### src/rtl/fcl_pkg.sv
// ****************************************************************************
// Constants shared by the fan control limit register bank.
// ****************************************************************************
package fcl_pkg;

  // Number of temperature channels and of PWM outputs they steer.
  localparam int FCL_NCH = 3;

  // Channel order: 0 is remote one, 1 is local, 2 is remote two.
  localparam int FCL_CH_REMOTE_ONE = 0;
  localparam int FCL_CH_LOCAL = 1;
  localparam int FCL_CH_REMOTE_TWO = 2;

  // ****************************************************************************
  // Register offsets.
  // ****************************************************************************
  localparam logic [7:0] FCL_ADDR_ACOUSTIC_ENHANCE_SECOND = 8'h63;
  localparam logic [7:0] FCL_ADDR_PWM_ONE_FLOOR_DUTY = 8'h64;
  localparam logic [7:0] FCL_ADDR_PWM_TWO_FLOOR_DUTY = 8'h65;
  localparam logic [7:0] FCL_ADDR_PWM_THREE_FLOOR_DUTY = 8'h66;
  localparam logic [7:0] FCL_ADDR_REMOTE_ONE_START_TEMP = 8'h67;
  localparam logic [7:0] FCL_ADDR_LOCAL_START_TEMP = 8'h68;
  localparam logic [7:0] FCL_ADDR_REMOTE_TWO_START_TEMP = 8'h69;
  localparam logic [7:0] FCL_ADDR_REMOTE_ONE_CRITICAL_LIMIT = 8'h6a;
  localparam logic [7:0] FCL_ADDR_LOCAL_CRITICAL_LIMIT = 8'h6b;
  localparam logic [7:0] FCL_ADDR_REMOTE_TWO_CRITICAL_LIMIT = 8'h6c;
  localparam logic [7:0] FCL_ADDR_LOCAL_REMOTE_ONE_HYSTERESIS = 8'h6d;
  localparam logic [7:0] FCL_ADDR_REMOTE_TWO_HYSTERESIS = 8'h6e;
  localparam logic [7:0] FCL_ADDR_CONTROL = 8'h50;
  localparam logic [7:0] FCL_ADDR_IRQ_STATUS = 8'h51;
  localparam logic [7:0] FCL_ADDR_IRQ_CLEAR = 8'h52;
  localparam logic [7:0] FCL_ADDR_IRQ_ENABLE = 8'h53;
  localparam logic [7:0] FCL_ADDR_LOOP_STATE = 8'h54;

  // ****************************************************************************
  // Values after reset.
  // ****************************************************************************
  localparam logic [7:0] FCL_RST_ACOUSTIC = 8'h00;
  localparam logic [7:0] FCL_RST_FLOOR_DUTY = 8'h80;
  localparam logic [7:0] FCL_RST_START_TEMP = 8'h5a;
  localparam logic [7:0] FCL_RST_CRITICAL_LIMIT = 8'h64;
  localparam logic [7:0] FCL_RST_HYST_A = 8'h44;
  localparam logic [7:0] FCL_RST_HYST_B = 8'h40;
  localparam logic [7:0] FCL_RST_CONTROL = 8'h00;
  localparam logic [3:0] FCL_RST_IRQ = 4'h0;

  // ****************************************************************************
  // Field positions and special values.
  // ****************************************************************************
  localparam int FCL_CTRL_LOCK_BIT = 0;
  localparam int FCL_CTRL_AUTO_BIT = 1;
  localparam int FCL_CTRL_PIN_OUT_BIT = 2;
  localparam int FCL_EVT_REJECT_BIT = 3;
  localparam int FCL_HYST_LO = 0;
  localparam int FCL_HYST_HI = 4;
  localparam logic [7:0] FCL_LIMIT_DISABLE = 8'h80;
  localparam logic [7:0] FCL_DUTY_FULL = 8'hff;
  localparam logic [7:0] FCL_DUTY_OFF = 8'h00;

endpackage

### src/rtl/fcl_limit_regs.sv
// Local design decision: the strobed register port.
`timescale 1ns/10ps
// Functional notes
// - Lock bit makes acoustic, start, critical and hysteresis registers ignore writes.
// - Floor duty registers ignore writes while automatic mode is on.
// - Floor duty is linear 8-bit: 0 off, 0x40 quarter, 0x80 half, 0xff full.
// - Above its start temperature a channel runs its fan at floor duty.
// - Any channel above its critical limit forces every PWM to full duty.
// - Critical limit value 0x80 disables that channel's fail-safe.
// - Forced full duty holds until temperature falls below limit minus hysteresis.
// - Overtemperature pin, if an output, pulls low a quarter degree above limit.
// - Hysteresis nibbles: local 0x6d[3:0], remote one 0x6d[7:4], remote two 0x6e[7:4].
// - Below start, fan stays at floor duty until start minus hysteresis.
// - Each hysteresis field means 0 to 15 degrees in one-degree steps.
module fcl_limit_regs (
  input wire logic i_clock,
  input wire logic i_rst,
  input wire logic [7:0] i_addr,
  input wire logic [7:0] i_wdata,
  input wire logic i_wr,
  input wire logic i_rd,
  output logic [7:0] o_rdata,
  input wire logic [9:0] i_temp_remote_one,
  input wire logic [9:0] i_temp_local,
  input wire logic [9:0] i_temp_remote_two,
  output logic [7:0] o_pwm_one_duty,
  output logic [7:0] o_pwm_two_duty,
  output logic [7:0] o_pwm_three_duty,
  output logic o_full_speed,
  input wire logic i_critical_overtemp_pin,
  output logic o_critical_overtemp_pin,
  output logic o_critical_overtemp_pin_oe,
  output logic o_irq
);
  import fcl_pkg::*;

  // ****************************************************************************
  // State.
  // ****************************************************************************
  typedef struct packed {
    logic [7:0] acoustic;
    logic [FCL_NCH-1:0][7:0] floor_duty;
    logic [FCL_NCH-1:0][7:0] start_temp;
    logic [FCL_NCH-1:0][7:0] crit_limit;
    logic [7:0] hyst_a;
    logic [7:0] hyst_b;
    logic lock;
    logic automatic_cooling_loop;
    logic pin_out;
    logic [3:0] irq_status;
    logic [3:0] irq_enable;
    logic [7:0] rdata;
    logic [FCL_NCH-1:0][7:0] duty;
    logic full_speed;
    logic pin_oe;
    logic irq;
    logic [1:0] pin_meta;
    logic [1:0] pin_sync;
  } fcl_state_type;

  fcl_state_type s_r;
  fcl_state_type s_nxt;
  logic [FCL_NCH-1:0][9:0] temp;
  logic [FCL_NCH-1:0][3:0] hyst;
  logic [FCL_NCH-1:0] run;
  logic [FCL_NCH-1:0] crit;
  logic [FCL_NCH-1:0] trip;

  assign temp[FCL_CH_REMOTE_ONE] = i_temp_remote_one;
  assign temp[FCL_CH_LOCAL] = i_temp_local;
  assign temp[FCL_CH_REMOTE_TWO] = i_temp_remote_two;

  // Hysteresis nibbles picked out of the two shared registers.
  assign hyst[FCL_CH_LOCAL] = s_r.hyst_a[FCL_HYST_LO +: 4];
  assign hyst[FCL_CH_REMOTE_ONE] = s_r.hyst_a[FCL_HYST_HI +: 4];
  assign hyst[FCL_CH_REMOTE_TWO] = s_r.hyst_b[FCL_HYST_HI +: 4];

  // ****************************************************************************
  // Per-channel threshold logic.
  // ****************************************************************************
  for (genvar g = 0; g < FCL_NCH; g++) begin : g_chan
    fcl_chan u_chan (
      .i_clock(i_clock),
      .i_rst(i_rst),
      .i_temp(temp[g]),
      .i_start(s_r.start_temp[g]),
      .i_limit(s_r.crit_limit[g]),
      .i_hyst(hyst[g]),
      .o_run(run[g]),
      .o_crit(crit[g]),
      .o_trip(trip[g])
    );
  end

  // ****************************************************************************
  // Register writes, reads, fan duty and interrupt.
  // ****************************************************************************
  always_comb begin
    logic reject;
    logic [3:0] events;
    reject = 1'b0;
    events = 4'h0;
    s_nxt = s_r;
    s_nxt.rdata = 8'h00;
    // The pin input passes through four flops before anything looks at it.
    s_nxt.pin_meta = {s_r.pin_meta[0], i_critical_overtemp_pin};
    s_nxt.pin_sync = {s_r.pin_sync[0], s_r.pin_meta[1]};

    if (i_wr) begin
      case (i_addr)
        FCL_ADDR_ACOUSTIC_ENHANCE_SECOND: begin
          if (s_r.lock) reject = 1'b1;
          else s_nxt.acoustic = i_wdata;
        end
        FCL_ADDR_PWM_ONE_FLOOR_DUTY, FCL_ADDR_PWM_TWO_FLOOR_DUTY, FCL_ADDR_PWM_THREE_FLOOR_DUTY: begin
          if (s_r.automatic_cooling_loop) begin
            reject = 1'b1;
          end else begin
            s_nxt.floor_duty[i_addr[1:0] - 2'd0] = i_wdata;
          end
        end
        FCL_ADDR_REMOTE_ONE_START_TEMP, FCL_ADDR_LOCAL_START_TEMP, FCL_ADDR_REMOTE_TWO_START_TEMP: begin
          if (s_r.lock) reject = 1'b1;
          else s_nxt.start_temp[2'(i_addr - FCL_ADDR_REMOTE_ONE_START_TEMP)] = i_wdata;
        end
        FCL_ADDR_REMOTE_ONE_CRITICAL_LIMIT, FCL_ADDR_LOCAL_CRITICAL_LIMIT,
        FCL_ADDR_REMOTE_TWO_CRITICAL_LIMIT: begin
          if (s_r.lock) reject = 1'b1;
          else s_nxt.crit_limit[2'(i_addr - FCL_ADDR_REMOTE_ONE_CRITICAL_LIMIT)] = i_wdata;
        end
        FCL_ADDR_LOCAL_REMOTE_ONE_HYSTERESIS: begin
          if (s_r.lock) reject = 1'b1;
          else s_nxt.hyst_a = i_wdata;
        end
        FCL_ADDR_REMOTE_TWO_HYSTERESIS: begin
          if (s_r.lock) reject = 1'b1;
          else s_nxt.hyst_b = i_wdata;
        end
        FCL_ADDR_CONTROL: begin
          // The lock can only be set; it falls again only with reset.
          s_nxt.lock = s_r.lock | i_wdata[FCL_CTRL_LOCK_BIT];
          s_nxt.automatic_cooling_loop = i_wdata[FCL_CTRL_AUTO_BIT];
          s_nxt.pin_out = i_wdata[FCL_CTRL_PIN_OUT_BIT];
        end
        FCL_ADDR_IRQ_CLEAR: begin
          s_nxt.irq_status = s_r.irq_status & ~i_wdata[3:0];
        end
        FCL_ADDR_IRQ_ENABLE: begin
          s_nxt.irq_enable = i_wdata[3:0];
        end
        default: begin
        end
      endcase
    end

    // Events are applied after the clear so that a set in the same cycle wins.
    events = {reject, trip};
    s_nxt.irq_status = s_nxt.irq_status | events;
    s_nxt.irq = |(s_nxt.irq_status & s_nxt.irq_enable);

    if (i_rd) begin
      case (i_addr)
        FCL_ADDR_ACOUSTIC_ENHANCE_SECOND: s_nxt.rdata = s_r.acoustic;
        FCL_ADDR_PWM_ONE_FLOOR_DUTY: s_nxt.rdata = s_r.floor_duty[0];
        FCL_ADDR_PWM_TWO_FLOOR_DUTY: s_nxt.rdata = s_r.floor_duty[1];
        FCL_ADDR_PWM_THREE_FLOOR_DUTY: s_nxt.rdata = s_r.floor_duty[2];
        FCL_ADDR_REMOTE_ONE_START_TEMP: s_nxt.rdata = s_r.start_temp[0];
        FCL_ADDR_LOCAL_START_TEMP: s_nxt.rdata = s_r.start_temp[1];
        FCL_ADDR_REMOTE_TWO_START_TEMP: s_nxt.rdata = s_r.start_temp[2];
        FCL_ADDR_REMOTE_ONE_CRITICAL_LIMIT: s_nxt.rdata = s_r.crit_limit[0];
        FCL_ADDR_LOCAL_CRITICAL_LIMIT: s_nxt.rdata = s_r.crit_limit[1];
        FCL_ADDR_REMOTE_TWO_CRITICAL_LIMIT: s_nxt.rdata = s_r.crit_limit[2];
        FCL_ADDR_LOCAL_REMOTE_ONE_HYSTERESIS: s_nxt.rdata = s_r.hyst_a;
        FCL_ADDR_REMOTE_TWO_HYSTERESIS: s_nxt.rdata = s_r.hyst_b;
        FCL_ADDR_CONTROL: s_nxt.rdata = {5'h00, s_r.pin_out, s_r.automatic_cooling_loop, s_r.lock};
        FCL_ADDR_IRQ_STATUS: s_nxt.rdata = {4'h0, s_r.irq_status};
        FCL_ADDR_IRQ_ENABLE: s_nxt.rdata = {4'h0, s_r.irq_enable};
        FCL_ADDR_LOOP_STATE: s_nxt.rdata = {s_r.pin_sync[1], crit, 1'b0, run};
        default: s_nxt.rdata = 8'h00;
      endcase
    end

    // Any tripped channel overrides every PWM, whatever mode is set.
    s_nxt.full_speed = |crit;
    for (int i = 0; i < FCL_NCH; i++) begin
      if (crit != '0) begin
        s_nxt.duty[i] = FCL_DUTY_FULL;
      end else if (!s_r.automatic_cooling_loop) begin
        s_nxt.duty[i] = s_r.floor_duty[i];
      end else if (run[i]) begin
        s_nxt.duty[i] = s_r.floor_duty[i];
      end else begin
        s_nxt.duty[i] = FCL_DUTY_OFF;
      end
    end

    // Open drain: the pin is only ever pulled low, never driven high.
    s_nxt.pin_oe = s_r.pin_out & (|crit);
  end

  // State register.
  always_ff @(posedge i_clock) begin
    if (i_rst) begin
      s_r <= '0;
      s_r.acoustic <= FCL_RST_ACOUSTIC;
      s_r.floor_duty <= {FCL_NCH{FCL_RST_FLOOR_DUTY}};
      s_r.start_temp <= {FCL_NCH{FCL_RST_START_TEMP}};
      s_r.crit_limit <= {FCL_NCH{FCL_RST_CRITICAL_LIMIT}};
      s_r.hyst_a <= FCL_RST_HYST_A;
      s_r.hyst_b <= FCL_RST_HYST_B;
      s_r.irq_status <= FCL_RST_IRQ;
      s_r.irq_enable <= FCL_RST_IRQ;
    end else begin
      s_r <= s_nxt;
    end
  end

  assign o_rdata = s_r.rdata;
  assign o_pwm_one_duty = s_r.duty[0];
  assign o_pwm_two_duty = s_r.duty[1];
  assign o_pwm_three_duty = s_r.duty[2];
  assign o_full_speed = s_r.full_speed;
  assign o_critical_overtemp_pin = 1'b0;
  assign o_critical_overtemp_pin_oe = s_r.pin_oe;
  assign o_irq = s_r.irq;

endmodule

### src/rtl/fcl_chan.sv
`timescale 1ns/10ps
// ****************************************************************************
// One temperature channel: start threshold and critical trip, each with
// hysteresis. Temperatures are in quarter degrees (8 integer, 2 fraction bits).
// ****************************************************************************
module fcl_chan (
  input wire logic i_clock,
  input wire logic i_rst,
  input wire logic [9:0] i_temp,
  input wire logic [7:0] i_start,
  input wire logic [7:0] i_limit,
  input wire logic [3:0] i_hyst,
  output logic o_run,
  output logic o_crit,
  output logic o_trip
);
  import fcl_pkg::*;

  typedef struct packed {
    logic run;
    logic crit;
    logic trip;
  } fcl_chan_type;

  fcl_chan_type s_r;
  fcl_chan_type s_nxt;
  logic signed [11:0] temp_q;
  logic signed [11:0] start_q;
  logic signed [11:0] start_low_q;
  logic signed [11:0] limit_q;
  logic signed [11:0] limit_low_q;

  // All thresholds are widened and signed so that a hysteresis larger than
  // the threshold gives a negative floor instead of wrapping around.
  assign temp_q = $signed({2'b00, i_temp});
  assign start_q = $signed({2'b00, i_start, 2'b00});
  assign start_low_q = start_q - $signed({6'h00, i_hyst, 2'b00});
  assign limit_q = $signed({2'b00, i_limit, 2'b00});
  assign limit_low_q = limit_q - $signed({6'h00, i_hyst, 2'b00});

  // Next state of the start and critical latches.
  always_comb begin
    s_nxt = s_r;
    s_nxt.trip = 1'b0;
    if (temp_q > start_q) begin
      s_nxt.run = 1'b1;
    end else if (temp_q <= start_low_q) begin
      s_nxt.run = 1'b0;
    end
    if (i_limit == FCL_LIMIT_DISABLE) begin
      s_nxt.crit = 1'b0;
    end else if (temp_q > limit_q) begin
      s_nxt.crit = 1'b1;
      s_nxt.trip = ~s_r.crit;
    end else if (temp_q < limit_low_q) begin
      s_nxt.crit = 1'b0;
    end
  end

  // State register.
  always_ff @(posedge i_clock) begin
    if (i_rst) begin
      s_r <= '0;
    end else begin
      s_r <= s_nxt;
    end
  end

  assign o_run = s_r.run;
  assign o_crit = s_r.crit;
  assign o_trip = s_r.trip;

endmodule

### config.mk
export PLATFORM = sky130hd
export DESIGN_NAME = fcl_limit_regs
export DESIGN_NICKNAME = d
export VERILOG_FILES = /design/src/rtl/fcl_pkg.sv /design/src/rtl/fcl_limit_regs.sv /design/src/rtl/fcl_chan.sv
export SDC_FILE = /design/constraint.sdc
export NUM_CORES = 1
export LEC_CHECK = 0
export ABC_AREA = 1
export ABC_CLOCK_PERIOD_IN_PS = 4600
export BUFFER_PORTS_ARGS = -buffer_cell sky130_fd_sc_hd__buf_2
export CORE_ASPECT_RATIO = 1.75
export CORE_MARGIN = 3
export CORE_UTILIZATION = 55
export CTS_BUF_LIST = sky130_fd_sc_hd__clkbuf_4 sky130_fd_sc_hd__clkbuf_8
export DETAILED_ROUTE_END_ITERATION = 6
export PLACE_DENSITY = 0.74
export SLEW_MARGIN = 20
export SYNTH_ARGS = -nofsm -noshare
export SYNTH_HDL_FRONTEND = slang
export SYNTH_HIERARCHICAL = 1
export SYNTH_SLANG_ARGS = --single-unit
### constraint.sdc
create_clock -name i_clock -period 4.6 [get_ports i_clock]
set_clock_uncertainty 0.2 [all_clocks]
set_input_delay 0.69 -clock i_clock [delete_from_list [all_inputs] [get_ports i_clock]]
set_output_delay 0.69 -clock i_clock [all_outputs]
set_load 0.02 [all_outputs]
==> results of run 1 <==
==> layout make-up <==
cell class | count | area [um^2]
Clock buffer | 18 | 248
Fill cell | 1736 | 7240
Timing Repair Buffer | 88 | 448
Inverter | 233 | 877
Clock inverter | 13 | 110
Sequential cell | 155 | 3100
Tap cell | 234 | 293
Multi-Input combinational cell | 968 | 5980
==> cell families (layout without fill, tap and decap cells) <==
family	after synthesis	after routing	share of synthesized area, %
AO/OA/AOI/OAI	315	315	17.6
XOR/XNOR	36	36	3.04
adder cells (fa/ha/maj)	123	123	15.3
buffers and inverters	298	352	12.5
flip-flops	155	155	29.9
other	1	1	0.0361
AND/OR/NAND/NOR	493	493	21.6
==> Yosys cell counts, drive strengths merged <==
cell	n
nand2	280
inv	233
dfxtp	155
a21oi	132
nor2	127
ha	117
o21ai	96
buf	46
nand3	46
o22ai	32
xor2	30
o211ai	29
nand4	21
a211oi	19
clkbuf	19
nor3	16
fa	6
xnor2	6
o21bai	4
or2	2
a21o	1
conb	1
nor4	1
o21a	1
o31ai	1
==> routing by layer <==
metal	GRT usage, %	part of all wire [%]	routed length, um	vias to the layer above
met2	50.9	51	14700	352
met4	17.5	7.0	2030	0
met5	0	0	0	-
met1	32.7	37	10900	4231
li1	-	-	-	4717
met3	3.55	5.1	1490	117
==> worst max-delay path by stage <==
stage,to
global route,g_chan[2].u_chan/o_run
CTS,g_chan[2].u_chan/o_run
floorplan,g_chan[1].u_chan/o_run
finish,g_chan[2].u_chan/o_run
global placement,s_r[52]
detailed placement,s_r[52]
==> state kept, by name, summed over array words and instances (netlist names) <==
register	cells
s_nxt	3
g_chan.u_chan/o_trip	3
o_critical_overtemp_pin_oe	1
o_full_speed	1
o_irq	1
o_pwm_two_duty	8
hyst	12
g_chan.u_chan/o_crit	3
s_r	96
o_pwm_three_duty	8
o_pwm_one_duty	8
o_rdata	8
g_chan.u_chan/o_run	3
==> power groups by stage <==
| stage | logic [mW] | registers [mW] | clock network (mW) |
|---|---|---|---|
| after floorplan | 0.221 | 1.41 | 0 |
| after global placement | 0.308 | 1.42 | 0 |
| after detailed placement | 0.316 | 1.42 | 0 |
| after CTS | 0.317 | 1.39 | 0.958 |
| after global routing | 0.357 | 1.39 | 1.02 |
| final | 0.318 | 1.39 | 0.952 |
==> metrics by stage <==
| step | setup WS [ps] | utilization, % |
|---|---|---|
| after floorplan | 2150 | - |
| after global placement | 1780 | 58.5 |
| after detailed placement | 1680 | 58.5 |
| after CTS | 1800 | 60.4 |
| after global routing | 1530 | 60.4 |
| final | 1790 | 60.4 |
==> worst max-delay path, delay by kind of cell (launching register included) <==
family	cells	cell delay (ps)
fa+ha+maj	2	670
simple gates	8	890
flops	1	410
xor+xnor	1	170
buf+inv	1	90
compound gates	2	230
==> flow_metrics.py, run 1 <==
metrics = {
    "outcome": {
        "status": "finished, final reports clean",
    },
    "clock_network": {
        "clockBufferDepth": 2,
        "clkLatencyLatePin_ps": 470,
        "cts_hold_buf": 0,
        "cts_tree": "done",
        "cts-buffers-inserted": 17,
        "clock_sinks": 155,
        "cts_resized": 0,
        "post_cts.repair.setup_buffers": 0,
        "cts-root-buf": "clkbuf_8",
        "htree_levels": 4,
        "clk_pin_slew_ps": 90,
    },
    "place": {
        "dp.final_hpwl_um": 22900,
        "dpl.cell_count": 1678,
        "dpl_cell_area_um2": 10700,
        "io_buffers": 85,
        "globalplace.congestion": 0.997,
    },
    "detailed_routing": {
        "drt_iter0_drc": 754,
        "drcViolationCount": 0,
        "wirelength_um": 29100,
        "drtPass1Iterations": 5,
        "wl_per_cell_um": 17.0,
        "num_vias": 9417,
        "ant_nets": 0,
        "drt-vias-per-instance": 5.51,
    },
    "pwr": {
        "pwr-share-clk_pct": 35.8,
        "totalPowerFinal_mw": 2.66,
        "pwr-share-comb_pct": 12.0,
        "vdd_ir_drop_max_mv": 0.220,
        "p_int_mw": 1.87,
        "power.density_nw_per_um2": 240,
        "netSwitchingPower_uw": 788,
        "leakage_nw": 5.24,
        "switching_share_pct": 29.7,
        "power_frac_seq_pct": 52.2,
    },
    "worst_setup_path": {
        "critPathCaptureType": "register",
        "worst-r2r-cell-count": 14,
        "rrSetupSlack_ps": 1790,
        "r2r-end": "g_chan[2].u_chan/o_run",
        "path_cells": "inv_1, ha_1, nand2_1, o21ai_1, nand2_1, nand3_2, nor3_2, xor2_1, ha_1, nand2_1, nor4_1, nand3_1, nand3_2, a21oi_2",
        "cp-start-kind": "register",
        "critical_path_required_ps": 4730,
        "max_stage_delay_ps": 410,
        "cp_slowest_cell": "dfxtp_1",
        "startpoint": "hyst[10]",
        "crit_type": "register to register",
        "crit_fanout": 4,
        "arrival_ps": 2930,
        "regToRegStartpoint": "hyst[10]",
        "crit_top_cell": "nand2_1",
    },
    "floorplan": {
        "start_util_pct": 56.7,
        "die-area_um2": 20600,
        "core_area_um2": 18300,
        "die_w_um": 110,
        "die_h_um": 188,
        "ios": 87,
        "row_count": 65,
    },
    "synth": {
        "synth_area_leaders": "dfxtp_1 (30%), ha_1 (14%), nand2_1 (9.4%)",
        "syn_nets": 1595,
        "synth-seq-cells": 155,
        "synth_top_area_cell": "dfxtp_1",
        "yosys_warnings": 6,
        "seq_area_frac_synth_pct": 29.9,
        "ys_types": 42,
        "syn_area_um2": 10400,
        "synthCells": 1421,
        "synth_area_per_cell_um2": 7.31,
        "synth.top_cell.area_share_pct": 29.9,
    },
    "final_layout": {
        "nNetsFinal": 1637,
        "layout_common_cells": "nand2_1 (259), inv_1 (217), dfxtp_1 (155)",
        "area_delta_synth_final_pct": 6.54,
        "final_common_cell": "nand2_1",
        "drive_gt1_share_pct": 14.4,
        "layout.cells.non_filler": 1709,
        "insertedDiodeCount": 0,
        "postLayoutCellArea_um2": 11100,
    },
    "sta": {
        "fin_crit_sh_pct": 61.0,
        "setup_viol": 0,
        "fin_setup_tns_ps": 0,
        "slew_violations": 0,
        "rsz0062_at_grt": "no",
        "worst_pin_slew_ps": 744,
        "slew_headroom_pct": 50.4,
        "hold_violations": 0,
        "final.min_clock_period_ps": 2810,
        "whs_ps": 206,
        "fmax_mhz": 356,
    },
    "min_path": {
        "min_from": "s_nxt[3]",
        "hold_depth": 2,
        "hold_end": "s_nxt[0]",
        "holdCritPathClass": "register to register",
    },
    "flow_run": {
        "drv_cap": 0,
    },
    "global_route": {
        "gr-usage-all-layers_pct": 29.1,
        "grt_max_degree": 64,
        "grt-ovfl-total": 0,
        "grt_pass1_wl_um": 46500,
        "grt_pass1_vias": 9350,
        "antenna_found_initial": 0,
    },
}
Power figures use the tool's default switching activity.
==> run 2, diff against run 1 <==
Settings changed: ABC_AREA 1 to 0, ABC_CLOCK_PERIOD_IN_PS 4600 to 2700.
Clock period 4.6 ns to 2.7 ns, I/O delays scaled along.
==> run 2 against run 1 <==
The run now ends with negative setup slack left. Routed wire length is 16% higher. Sequential share of layout area is 2.3 points lower. Synthesized area is 0.27% lower. Synthesized cell count is 15% lower. Total power is 88% higher. Global-route usage is 3.3 points higher. Final cell count is 8.4% lower. Utilization is 6.1 points higher. Clock-buffer cell count stayed put. Register-to-register slack worse by 2000 ps. Design area is 9.6% higher. First-iteration DRC count is 28% higher. Largest power group unchanged.
==> flow_metrics.py, run 2 <==
metrics = {
    "synth": {
        "synth_top_family_by_area": "simple AND/OR/NAND/NOR gates",
        "synth_top_area_cell": "dfxtp_1",
        "syn_area_um2": 10400,
        "ys_types": 84,
        "seq_area_frac_synth_pct": 30.0,
        "synth.most_common_cell": "dfxtp_1",
        "synthMuxAreaShare_pct": 5.27,
        "syn_nets": 1382,
        "synthCells": 1208,
        "synth_compound_area_share_pct": 18.8,
        "synth-adder-area-share_pct": 15.3,
        "synth_area_leaders": "dfxtp_1 (30%), ha_1 (14%), mux2i_1 (4.8%)",
        "synthSimpleGateAreaFrac_pct": 19.6,
        "synth_edf_count": 0,
        "async_flop_share_pct": 0,
        "synth_area_per_cell_um2": 8.57,
        "synth_ff_type": "dfxtp_1",
        "yosys_warnings": 6,
        "synth_common_cells": "dfxtp_1 (155), ha_1 (117), nand2_1 (86)",
        "synth.top_cell.area_share_pct": 30.0,
        "synth-xor-area-share_pct": 2.62,
        "synth-seq-cells": 155,
    },
    "sta": {
        "slew_violations": 0,
        "worst_pin_slew_ps": 1050,
        "fin_setup_tns_ps": -299,
        "setup_slack_ps": -178,
        "fin_crit_sh_pct": 107,
        "rsz0062_at_grt": "yes",
        "whs_ps": 137,
        "fmax_mhz": 347,
        "setup_viol": 4,
        "slew_headroom_pct": 29.8,
        "hold_violations": 0,
        "final.min_clock_period_ps": 2880,
    },
    "pwr": {
        "power.density_nw_per_um2": 412,
        "leakage_nw": 5.27,
        "vdd_ir_drop_max_mv": 0.548,
    },
    "clock_network": {
        "clockBufferDepth": 2,
        "htree_levels": 4,
        "clock_sinks": 155,
        "cts-buffers-inserted": 17,
        "cts_tree": "done",
        "clkLatencyLatePin_ps": 470,
        "cts-root-buf": "clkbuf_8",
        "clk_pin_slew_ps": 100,
    },
    "floorplan": {
        "ios": 87,
        "die_w_um": 110,
        "row_count": 65,
        "die_h_um": 188,
        "core_area_um2": 18200,
        "start_util_pct": 56.8,
        "die-area_um2": 20600,
    },
    "min_path": {
        "holdCritPathClass": "input port to register",
        "hold_depth": 3,
    },
    "detailed_routing": {
        "num_vias": 9850,
        "ant_nets": 0,
        "drt_iter0_drc": 967,
        "drtPass1Iterations": 6,
        "wl_per_cell_um": 21.5,
        "drt-vias-per-instance": 6.29,
        "drcViolationCount": 0,
        "wirelength_um": 33700,
    },
    "place": {
        "io_buffers": 85,
        "dpl.cell_count": 1518,
        "dp.final_hpwl_um": 24700,
        "globalplace.congestion": 0.998,
    },
    "worst_setup_path": {
        "crit_fanout": 3,
        "worst-r2r-cell-count": 14,
        "arrival_ps": 3040,
        "crit_type": "register to register",
        "critPathCaptureType": "register",
        "cp-start-kind": "register",
        "critical_path_required_ps": 2860,
    },
    "global_route": {
        "grt-ovfl-total": 0,
        "grt_max_degree": 53,
        "grt_pass1_wl_um": 50900,
        "grt_pass1_vias": 9518,
        "gr-usage-all-layers_pct": 32.3,
        "antenna_found_initial": 0,
    },
    "final_layout": {
        "area_delta_synth_final_pct": 17.1,
        "regMostFlops": "s_r",
        "insertedDiodeCount": 0,
        "layout.cells.non_filler": 1566,
        "nFillCells": 1535,
        "final_common_cell": "dfxtp_1",
        "nNetsFinal": 1493,
        "layout_common_cells": "dfxtp_1 (141), ha_1 (103), buf_4 (97)",
        "drive_gt1_share_pct": 24.9,
        "largest_reg_flops": 96,
    },
    "outcome": {
        "status": "complete, but fails checks",
        "violations": "negative setup slack",
    },
    "flow_run": {
        "drv_cap": 0,
    },
}
run 2: repair_timing:
| action | in CTS | in global routing |
|---|---|---|
| endpoints found under the setup margin | 6 | 6 |
| resized for setup | 29 | 64 |
| hold endpoints to repair | 1 | 0 |
| setup buffers | 3 | 13 |
| pin swaps | 21 | 55 |
| hold buffers | 1 | 0 |
run 2: kinds of logic (layout without fill, tap and decap cells):
logic type / after synthesis / after routing
simple gates: 383 / 383
compound gates: 282 / 282
buf+inv: 179 / 303
flops: 155 / 155
fa+ha+maj: 123 / 123
mux: 54 / 54
xor+xnor: 31 / 31
other cells: 1 / 1
run 2: report_power, final:
part	switching, mW	internal [mW]
registers	0.0315	2.34
clock network	0.986	0.965
logic	0.425	0.252
run 2: through the flow:
| stage | cell area (um^2) | worst slack, ps | power (mW) | utilization (%) |
|---|---|---|---|---|
| after CTS | 11800 | -116 | 4.99 | 64.6 |
| after detailed placement | 11200 | -230 | 3.07 | 61.5 |
| after floorplan | 10400 | -69.3 | 2.85 | - |
| final | 12100 | -178 | 5.00 | 66.5 |
| after global routing | 12100 | -356 | 5.17 | 66.5 |
| after global placement | 11200 | -152 | 3.06 | 61.5 |
run 2: layout make-up:
cell class                      count  area, um^2  share of cell area [%]
Clock inverter                     14         195                    1.61
Multi-Input combinational cell    874        6730                    55.5
Sequential cell                   155        3130                    25.8
Clock buffer                       18         241                    1.99
Timing Repair Buffer              186        1220                    10.1
Inverter                           85         319                    2.63
Tap cell                          234         293                    2.42
run 2: final timing paths:
kind | startpoint | endpoint | slack [ps]
setup / recovery | s_r[106] | g_chan[2].u_chan/o_run | -180
hold reg to reg | s_nxt[3] | s_nxt[0] | 240
setup reg to reg | s_r[106] | g_chan[2].u_chan/o_run | -180
hold / removal | i_temp_remote_two[0] | g_chan[2].u_chan/o_run | 140
run 2: metal layers:
layer | GRT usage, % | vias up | wire (um)
met2 | 53.8 | 531 | 16300
li1 | - | 4524 | -
met3 | 4.86 | 207 | 2470
met4 | 25.8 | 0 | 3380
met5 | 0 | - | 0
met1 | 35.6 | 4588 | 11500
run 2: critical path, cell delays in order (launching register included):
cell and delay, ps:
dfxtp_2 340, inv_2 40, ha_4 150, fa_2 350, inv_2 60, a21oi_2 50, o21bai_2 200, nor3_2 60
xnor2_1 140, ha_1 300, nand4_1 90, or4_1 470, o21ai_1 90, o32a_2 160, o32ai_2 50
